**config.mk**
```make
export PLATFORM = sky130hd
export DESIGN_NAME = sdmc_ctrl
export DESIGN_NICKNAME = d
export VERILOG_FILES = /design/src/logic/sdmc_pkg.sv /design/src/logic/sdmc_ctrl.sv
export SDC_FILE = /design/constraint.sdc
export NUM_CORES = 1
export LEC_CHECK = 0
export BUFFER_PORTS_ARGS = -buffer_cell sky130_fd_sc_hd__buf_2
export CELL_PAD_IN_SITES_DETAIL_PLACEMENT = 0
export CELL_PAD_IN_SITES_GLOBAL_PLACEMENT = 2
export CORE_AREA = 3 3 133 135
export DETAILED_ROUTE_END_ITERATION = 12
export DIE_AREA = 0 0 136 138
export HOLD_SLACK_MARGIN = 0.15
export PLACE_DENSITY_LB_ADDON = 0.1
export SLEW_MARGIN = 0
export SYNTH_ARGS = -nofsm -noshare
export SYNTH_HDL_FRONTEND = slang
export SYNTH_SLANG_ARGS = --single-unit
```
**constraint.sdc**
```tcl
create_clock -name I_CLOCK -period 4.4 [get_ports I_CLOCK]
set_input_delay 0.88 -clock I_CLOCK [delete_from_list [all_inputs] [get_ports I_CLOCK]]
set_output_delay 0.88 -clock I_CLOCK [all_outputs]
set_load 0.005 [all_outputs]
```
**src/logic/sdmc_pkg.sv**
```systemverilog
package sdmc_pkg;
    // clock
    localparam int CLK_PERIOD_PS = 20000;
    // device timing, picoseconds except mode set delay in cycles
    localparam int T_CAC_MIN_PS = 15000;
    localparam int T_RC_PS = 63000;
    localparam int T_RP_PS = 21000;
    localparam int T_XSR_PS = 70000;
    localparam int T_PDE_PS = 7000;
    localparam int T_MRD_CYC = 2;
    // refresh budget
    localparam int REF_COUNT = 4096;
    localparam int REF_PERIOD_MS = 64;
    localparam longint REF_INTERVAL_PS = longint'(REF_PERIOD_MS) * 64'd1000000000 / REF_COUNT;
    // cycle counts: least times round up, at least one
    localparam int RC_CYC = (T_RC_PS + CLK_PERIOD_PS - 1) / CLK_PERIOD_PS;
    localparam int RP_CYC = (T_RP_PS + CLK_PERIOD_PS - 1) / CLK_PERIOD_PS;
    localparam int XSR_CYC = (T_XSR_PS + CLK_PERIOD_PS - 1) / CLK_PERIOD_PS;
    localparam int PDE_CYC = (T_PDE_PS + CLK_PERIOD_PS - 1) / CLK_PERIOD_PS;
    // longest times round down, latency rounds up
    localparam int REF_INT_CYC = int'(REF_INTERVAL_PS / CLK_PERIOD_PS);
    localparam int PD_MAX_CYC = int'(longint'(REF_PERIOD_MS) * 64'd1000000000 / CLK_PERIOD_PS);
    localparam int CL_CYC = (T_CAC_MIN_PS + CLK_PERIOD_PS - 1) / CLK_PERIOD_PS;
    // mode register field positions and codes
    localparam int MR_BL_POS = 0;
    localparam int MR_BT_POS = 3;
    localparam int MR_CL_POS = 4;
    localparam int MR_TM_POS = 7;
    localparam int MR_WB_POS = 9;
    localparam logic [2:0] CL_CODE_2 = 3'h2;
    localparam logic [2:0] CL_CODE_3 = 3'h3;
    localparam logic [1:0] TM_NORMAL = 2'h0;
    localparam logic [11:0] MODE_RESET = 12'h000;
    localparam logic [11:0] MODE_KEEP = 12'h3FF;
    localparam int TIMER_W = 24;
    localparam int REFCNT_W = 13;
    // command encodings {cs_n, ras_n, cas_n, we_n}
    localparam logic [3:0] CMD_DESEL = 4'hF;
    localparam logic [3:0] CMD_NOP = 4'h7;
    localparam logic [3:0] CMD_BSTOP = 4'h6;
    localparam logic [3:0] CMD_REF = 4'h1;
    localparam logic [3:0] CMD_MRS = 4'h0;
endpackage : sdmc_pkg

```
**src/logic/sdmc_ctrl.sv**
```systemverilog
// Behaviour
// - program smallest latency covering column access time
// - test mode bits always written 00
// - A10, BA0, BA1 low during mode set
// - idle and wait cycles issue no-operation
// - 4096 auto refreshes every 64 ms
// - refresh only idle and CKE previously high
// - no-operations for row cycle, then precharge time
// - self refresh holds CKE low throughout
// - restart clock, then raise CKE to exit
// - no-operations for exit time after self refresh
// - refresh burst around self refresh recommended
// - power-down never exceeds 64 ms refresh period
// - power-down exit waits exit time plus one
// - mode set waits two cycles before next
module sdmc_ctrl #(
    parameter int REF_INT = sdmc_pkg::REF_INT_CYC,
    parameter int PD_MAX = sdmc_pkg::PD_MAX_CYC
) (
    // clock and reset
    input wire logic I_CLOCK,
    input wire logic I_RST,
    // user requests as one-cycle pulses, with mode value and data mask as levels
    input wire logic i_mode_req,
    input wire logic [11:0] i_mode_val,
    input wire logic i_bstop_req,
    input wire logic i_sr_enter_req,
    input wire logic i_sr_exit_req,
    input wire logic i_pd_enter_req,
    input wire logic i_pd_exit_req,
    input wire logic i_mask,
    // user status
    output logic o_busy,
    output logic o_in_self_refresh,
    output logic o_in_power_down,
    output logic [12:0] o_ref_total,
    // device pins
    output logic O_SD_CLK_EN,
    output logic O_SD_CKE,
    output logic O_SD_CS_N,
    output logic O_SD_RAS_N,
    output logic O_SD_CAS_N,
    output logic O_SD_WE_N,
    output logic [11:0] O_SD_ADDR,
    output logic [1:0] O_SD_BA,
    output logic O_SD_DQM
);
    // idle first so an all-zero state reads as idle
    typedef enum logic [3:0] {
        ST_IDLE,
        ST_MRD,
        ST_REF_RC,
        ST_REF_RP,
        ST_SR_BURST,
        ST_SR_IN,
        ST_SR_CKE,
        ST_SR_XSR,
        ST_SR_POST,
        ST_PD,
        ST_PD_EXIT
    } sdmc_state_t;

    // all state in one record, next value built combinationally
    typedef struct packed {
        sdmc_state_t st;
        logic [sdmc_pkg::TIMER_W-1:0] wait_cnt;
        logic [sdmc_pkg::TIMER_W-1:0] ref_tmr;
        logic [sdmc_pkg::TIMER_W-1:0] pd_tmr;
        logic [sdmc_pkg::REFCNT_W-1:0] burst_cnt;
        logic [sdmc_pkg::REFCNT_W-1:0] ref_total;
        logic ref_due;
        logic exit_pend;
        logic clk_en;
        logic cke;
        logic cke_prev;
        logic [3:0] cmd;
        logic [11:0] addr;
        logic dqm;
    } sdmc_regs_t;

    // wait lengths sized to the shared counter
    localparam logic [sdmc_pkg::TIMER_W-1:0] RC_W = sdmc_pkg::TIMER_W'(sdmc_pkg::RC_CYC);
    localparam logic [sdmc_pkg::TIMER_W-1:0] RP_W = sdmc_pkg::TIMER_W'(sdmc_pkg::RP_CYC);
    localparam logic [sdmc_pkg::TIMER_W-1:0] XSR_W = sdmc_pkg::TIMER_W'(sdmc_pkg::XSR_CYC);
    localparam logic [sdmc_pkg::TIMER_W-1:0] PDE_W = sdmc_pkg::TIMER_W'(sdmc_pkg::PDE_CYC);
    localparam logic [sdmc_pkg::TIMER_W-1:0] MRD_W = sdmc_pkg::TIMER_W'(sdmc_pkg::T_MRD_CYC);
    localparam logic [sdmc_pkg::TIMER_W-1:0] REF_W = sdmc_pkg::TIMER_W'(REF_INT);
    localparam logic [sdmc_pkg::TIMER_W-1:0] PDMAX_W = sdmc_pkg::TIMER_W'(PD_MAX);
    localparam logic [sdmc_pkg::REFCNT_W-1:0] BURST_N = sdmc_pkg::REFCNT_W'(sdmc_pkg::REF_COUNT);
    localparam logic [2:0] CL_SEL = (sdmc_pkg::CL_CYC <= 2) ? sdmc_pkg::CL_CODE_2 : sdmc_pkg::CL_CODE_3;

    // pins leave reset selected with a no-operation and the clock running
    localparam sdmc_regs_t RESET_REGS = '{
        st: ST_IDLE,
        wait_cnt: '0,
        ref_tmr: '0,
        pd_tmr: '0,
        burst_cnt: '0,
        ref_total: '0,
        ref_due: 1'b0,
        exit_pend: 1'b0,
        clk_en: 1'b1,
        cke: 1'b1,
        cke_prev: 1'b1,
        cmd: sdmc_pkg::CMD_NOP,
        addr: sdmc_pkg::MODE_RESET,
        dqm: 1'b0
    };

    // r is the registered state, n its next value
    sdmc_regs_t r;
    sdmc_regs_t n;

    // mode word with latency forced, test bits zero, upper bits zero
    function automatic logic [11:0] sdmc_mode_word(input logic [11:0] v);
        logic [11:0] m;
        m = v & sdmc_pkg::MODE_KEEP;
        m[sdmc_pkg::MR_CL_POS +: 3] = CL_SEL;
        m[sdmc_pkg::MR_TM_POS +: 2] = sdmc_pkg::TM_NORMAL;
        return m;
    endfunction : sdmc_mode_word

    always_comb begin
        n = r;
        n.cmd = sdmc_pkg::CMD_NOP;
        n.addr = '0;
        n.dqm = i_mask;
        n.cke_prev = r.cke;

        // shared wait counter for every timed gap
        if (r.wait_cnt != '0) begin
            n.wait_cnt = r.wait_cnt - 1'b1;
        end

        // refresh interval timer, frozen while the device refreshes itself
        if (r.ref_tmr >= REF_W - 1'b1) begin
            n.ref_tmr = '0;
            n.ref_due = 1'b1;
        end else if (r.st != ST_SR_IN) begin
            n.ref_tmr = r.ref_tmr + 1'b1;
        end

        // exit request is held, but one that arrives before self refresh is entered is cleared on entry
        if (i_sr_exit_req) begin
            n.exit_pend = 1'b1;
        end

        case (r.st)
            ST_IDLE: begin
                // burst stop first: it must land inside a running burst
                if (i_bstop_req) begin
                    n.cmd = sdmc_pkg::CMD_BSTOP;
                end else if (r.wait_cnt != '0) begin
                    n.cmd = sdmc_pkg::CMD_NOP;
                end else if (r.ref_due && r.cke && r.cke_prev) begin
                    n.cmd = sdmc_pkg::CMD_REF;
                    n.ref_due = 1'b0;
                    n.ref_total = r.ref_total + 1'b1;
                    n.wait_cnt = RC_W - 1'b1;
                    n.st = ST_REF_RC;
                end else if (i_mode_req) begin
                    n.cmd = sdmc_pkg::CMD_MRS;
                    n.addr = sdmc_mode_word(i_mode_val);
                    n.wait_cnt = MRD_W - 1'b1;
                    n.st = ST_MRD;
                end else if (i_sr_enter_req) begin
                    n.burst_cnt = BURST_N;
                    n.st = ST_SR_BURST;
                end else if (i_pd_enter_req) begin
                    n.cke = 1'b0;
                    n.pd_tmr = '0;
                    n.st = ST_PD;
                end
            end

            ST_MRD: begin
                if (r.wait_cnt == '0) begin
                    n.st = ST_IDLE;
                end
            end

            ST_REF_RC: begin
                if (r.wait_cnt == '0) begin
                    n.wait_cnt = RP_W - 1'b1;
                    n.st = ST_REF_RP;
                end
            end

            ST_REF_RP: begin
                if (r.wait_cnt == '0) begin
                    n.st = ST_IDLE;
                end
            end

            // one refresh per row cycle plus precharge time
            ST_SR_BURST, ST_SR_POST: begin
                if (r.wait_cnt == '0) begin
                    if (r.burst_cnt != '0) begin
                        n.cmd = sdmc_pkg::CMD_REF;
                        n.burst_cnt = r.burst_cnt - 1'b1;
                        n.ref_total = r.ref_total + 1'b1;
                        n.wait_cnt = RC_W + RP_W - 1'b1;
                    end else if (r.st == ST_SR_BURST) begin
                        n.cmd = sdmc_pkg::CMD_REF;
                        n.cke = 1'b0;
                        n.exit_pend = 1'b0;
                        n.st = ST_SR_IN;
                    end else begin
                        n.ref_due = 1'b0;
                        n.ref_tmr = '0;
                        n.st = ST_IDLE;
                    end
                end
            end

            // clock stopped and command inputs ignored while self refreshing
            ST_SR_IN: begin
                n.cmd = sdmc_pkg::CMD_DESEL;
                n.clk_en = 1'b0;
                if (r.exit_pend) begin
                    n.clk_en = 1'b1;
                    n.exit_pend = 1'b0;
                    n.st = ST_SR_CKE;
                end
            end

            ST_SR_CKE: begin
                n.cmd = sdmc_pkg::CMD_DESEL;
                n.cke = 1'b1;
                n.wait_cnt = XSR_W;
                n.st = ST_SR_XSR;
            end

            ST_SR_XSR: begin
                if (r.wait_cnt == '0) begin
                    n.burst_cnt = BURST_N;
                    n.st = ST_SR_POST;
                end
            end

            // leave on request, once a refresh falls due, or when the stay limit runs out
            ST_PD: begin
                n.cmd = sdmc_pkg::CMD_DESEL;
                n.pd_tmr = r.pd_tmr + 1'b1;
                if (i_pd_exit_req || r.ref_due || r.pd_tmr >= PDMAX_W - 1'b1) begin
                    n.cke = 1'b1;
                    n.wait_cnt = PDE_W;
                    n.st = ST_PD_EXIT;
                end
            end

            // one spare cycle after the exit time before the next command
            ST_PD_EXIT: begin
                if (r.wait_cnt == '0) begin
                    n.st = ST_IDLE;
                end
            end

            default: begin
                n.st = ST_IDLE;
            end
        endcase

        // exit request also collected while parked in self refresh
        if (r.st == ST_SR_IN) begin
            n.exit_pend = r.exit_pend | i_sr_exit_req;
        end
    end

    // asynchronous reset loads constants only
    always_ff @(posedge I_CLOCK or posedge I_RST) begin
        if (I_RST) begin
            r <= RESET_REGS;
        end else begin
            r <= n;
        end
    end

    // user status
    assign o_busy = (r.st != ST_IDLE) || (r.wait_cnt != '0);
    assign o_in_self_refresh = (r.st == ST_SR_IN);
    assign o_in_power_down = (r.st == ST_PD);
    assign o_ref_total = r.ref_total;

    // device pins
    assign O_SD_CLK_EN = r.clk_en;
    assign O_SD_CKE = r.cke;
    assign {O_SD_CS_N, O_SD_RAS_N, O_SD_CAS_N, O_SD_WE_N} = r.cmd;
    assign O_SD_ADDR = r.addr;
    // bank address is never used by these commands
    assign O_SD_BA = 2'h0;
    assign O_SD_DQM = r.dqm;
endmodule : sdmc_ctrl

```
==> summary.md <==
| Metric | Value |
|---|---|
| Crit start category | `flip-flop` |
| Synth cell types | `75` |
| Mux cell area share after synthesis | `1.32%` |
| Routed wire length | `14.1 mm` |
| Die Y | `138 um` |
| Post-synth top flop | `dfrtp_1` |
| Max transition margin | `roughly 34%` |
| Setup bufs post-CTS | `0` |
| Drt via density | `roughly 5.2` |
| IO Pins | `58` |
| Register bit total from synthesis | `117` |
| Arrival @ worst endpoint | `2510 ps` |
| Clock transition at path regs | `60 ps` |
| Sequential element share of the synthesized area | `47.0%` |
| DR iter-0 viols | `219` |
| Switching power | `1.14 mW` |
| Post-placement cell area | `6520 sq um` |
| CTS tree | `built` |
| Post-route cell area | `7090 sq um` |
| Worst Hold Depth | `0` |
| Synthesized area | `6240 sq um` |
| Crit Reg-Reg Startpoint | `r[96]$_DFF_PP0_` |
| FILL cells | `~1.6k` |
| Final Max Slew Viols | `0` |
| All-Layer GR Usage | `15.3%` |
| Data required time at the worst endpoint | `3520 ps` |
| Clk root buf | `clkbuf_16` |
| Top cells by area, synth | `dfrtp_1 45%, nor2_1 4.8%, nand2_1 3.6%` |
| Hold Crit Endpoint | `r[17]$_DFF_PP1_` |
| Pin count of the biggest net entering global routing | `62` |
| RSZ-0062 raised after global routing | `false` |
| Area share of fa/ha/maj cells after synthesis | `approximately 1.4%` |
| Sw Ratio | `32.7%` |
| Largest family of logic cells by synthesized area | `simple AND/OR/NAND/NOR gates` |
| # hold bufs at CTS | `0` |
| Power share of the sequential group | `43.7%` |
| Core Box Area | `16,600 sq um` |
| Initial antenna violation count | `1` |
| Area grow syn2layout | `13.7%` |
| Crit-path cells | `inv_1 -> ha_1 -> nor4b_2 -> nand4_2 -> nor2_4 -> nand2_1 -> buf_2` |
| Synth warn | `0` |
| Synth top area share | `around 45%` |
| Num rows | `47` |
| Num CTS Buffers | `17` |
| Fin crit period | `around 3400 ps` |
| First-pass DRT Iterations | `5` |
| Post-Synth Simple-Gate Area | `23.7%` |
| Worst-margin pin slew | `978 ps` |
| First-pass GRT wire length | `roughly 23 mm` |
| Synth Area per Inst | `9.61 sq um` |
| HPWL after detailed placement | `9.57 mm` |
| Worst min-delay path class | `flip-flop to flip-flop` |
| Post-synthesis compound-gate area fraction | `14.6%` |
| Fin nets | `711` |
| Starting Density | `37.6%` |
| Lkg Pwr | `3.07 nW` |
| Area leader, netlist | `dfrtp_1` |
| Number of synthesized flops with an enable pin | `0` |
| Logic pwr share | `18.1%` |
| Ys async rst share | `100%` |
| Htree depth | `4` |
| Routed vias | `4,764` |
| R2R setup slack | `1060 ps` |
| Worst hold margin | `~390 ps` |
| Gpl congestion | `0.763` |
| Number of global-route vias before repair | `4,556` |
| Critical path's largest stage delay | `approximately 440 ps` |
| Remaining DRCs | `0` |
| Max Buffers Root-to-Sink | `2` |
| Final period util | `77.0%` |
| Routed WL per cell | `15.4 um` |
| Outcome | `finished, final reports clean` |
| Peak fanout along the critical path | `11` |
| Clk_skew | `10.2 ps` |
| Clk Latency, worst-skew pair | `~420 ps` |
| Final Hold Fails | `0` |
| Setup TNS | `0 ps` |
| Die ar. | `18,800 sq um` |
| Hold Path Origin | `O_SD_CKE$_DFFE_PP1P_` |
| Final setup vio count | `0` |
| Critical path class | `flip-flop to primary output` |
| PD cells | `491 nW/um^2` |
| Gate Count Post-Synth | `649` |
| I/O Buffers | `42` |
| Diode count | `0` |
| Clk sinks | `117` |
| Critical Path Slowest Stage Cell | `nor4b_2` |
| Multi-input logic area | `3010 sq um` |
| Global route overflow | `0` |
| R2R cell count | `9` |
| Fmax | `295 MHz` |
| Register area | `between 2000 and 3000 sq um` |
| Post-route ant nets | `0` |
| Resized Gates After CTS | `0` |
| XOR/XNOR Fraction of Synth Area | `5.90%` |
| CP Capture Type | `primary output` |
| Die width | `136 um` |
| Clk network pwr share | `38.2%` |
| R2R Path End | `r[110]$_DFF_PP0_` |
| Worst VDD drop | `between 0.2 and 0.3 mV` |
| Int Pwr | `2.34 mW` |
| Layout cells sized above 1 | `16.4%` |
| Max Cap Viol | `0` |
[metrics by stage]
step | cells | setup WS, ps | utilization [%] | power [mW]
after floorplan | 670 | 428 | - | 2.01
after global placement | 884 | 1150 | 39.3 | 2.15
after detailed placement | 884 | 1050 | 39.3 | 2.17
after CTS | 916 | 960 | 42.7 | 3.53
after global routing | 916 | 755 | 42.7 | 3.71
final | 916 | 1010 | 42.7 | 3.48
[cell type report]
class	instances	share of cell area [%]
Clock inverter	15	2.05
Tap cell	220	3.88
Sequential cell	117	41.4
Multi-Input combinational cell	489	42.4
Timing Repair Buffer	46	3.57
Clock buffer	17	6.00
Inverter	12	0.671
[sequential cells by signal (all words and copies together) (netlist names)]
register / flops
r: 92
o_ref_total: 13
O_SD_ADDR: 6
O_SD_CKE: 1
O_SD_CLK_EN: 1
O_SD_CS_N: 1
O_SD_DQM: 1
O_SD_RAS_N: 1
O_SD_WE_N: 1
[power groups by stage]
stage	registers, mW	logic [mW]	clock network (mW)
finish	1.52	0.632	1.33
detailed placement	1.54	0.632	0
global route	1.56	0.724	1.42
CTS	1.52	0.638	1.37
floorplan	1.47	0.534	0
global placement	1.53	0.620	0
[routing by layer]
metal / wire (um) / GRT usage (%) / vias to the layer above
met5: 7 / 0 / -
met4: 182 / 4.35 / 2
met3: 678 / 4.65 / 15
met2: 6410 / 23.1 / 82
met1: 6800 / 21.3 / 2315
li1: - / - / 2350
[how the worst max path moves through the flow]
stage,slack [ps],endpoint,startpoint
2_1_floorplan,430,O_SD_ADDR[0]$_DFF_PP0_,I_RST
3_3_place_gp,1150,r[113]$_DFF_PP0_,r[96]$_DFF_PP0_
3_5_place_dp,1050,r[110]$_DFF_PP0_,r[96]$_DFF_PP0_
4_1_cts,960,o_busy,r[96]$_DFF_PP0_
5_1_grt,750,r[101]$_DFF_PP0_,r[96]$_DFF_PP0_
6_report,1010,o_busy,r[96]$_DFF_PP0_
[Yosys cell counts, types with 8 or more instances]
| master | count |
|---|---|
| nand3_1 | 27 |
| xor2_1 | 23 |
| buf_4 | 28 |
| a31oi_1 | 19 |
| inv_1 | 11 |
| nand4_1 | 12 |
| clkbuf_1 | 17 |
| xnor2_1 | 19 |
| nor2_1 | 79 |
| nor3_1 | 8 |
| dfrtp_1 | 112 |
| a21oi_1 | 26 |
| o21ai_0 | 44 |
| and2_1 | 11 |
| nand2_1 | 60 |
| o31ai_1 | 10 |
| nor4_1 | 16 |
| and3_1 | 12 |
[cell usage in the layout (no fill, tap or decap), types with 8 or more instances in the layout]
| cell | instances |
|---|---|
| a21oi_1 | 26 |
| a31oi_1 | 19 |
| and2_1 | 11 |
| and3_1 | 12 |
| buf_2 | 42 |
| clkbuf_16 | 17 |
| conb_1 | 22 |
| dfrtp_1 | 112 |
| inv_1 | 10 |
| nand2_1 | 60 |
| nand3_1 | 27 |
| nand4_1 | 12 |
| nor2_1 | 79 |
| nor3_1 | 8 |
| nor4_1 | 16 |
| o21ai_0 | 44 |
| o31ai_1 | 10 |
| xnor2_1 | 19 |
| xor2_1 | 23 |
[logic make-up (layout without fill, tap and decap cells)]
logic type | after synthesis | after routing
compound gates | 139 | 139
xor+xnor | 42 | 42
fa+ha+maj | 7 | 7
buf+inv | 64 | 90
flops | 117 | 117
mux | 7 | 7
other cells | 1 | 22
simple gates | 272 | 272
[worst max-delay path: cells and delay by family, from the launching register on]
family        cells  cell delay [ps]
fa+ha+maj         1              210
buf+inv           2              270
flops             1              410
simple gates      4             1210
Power figures use the tool's default switching activity.
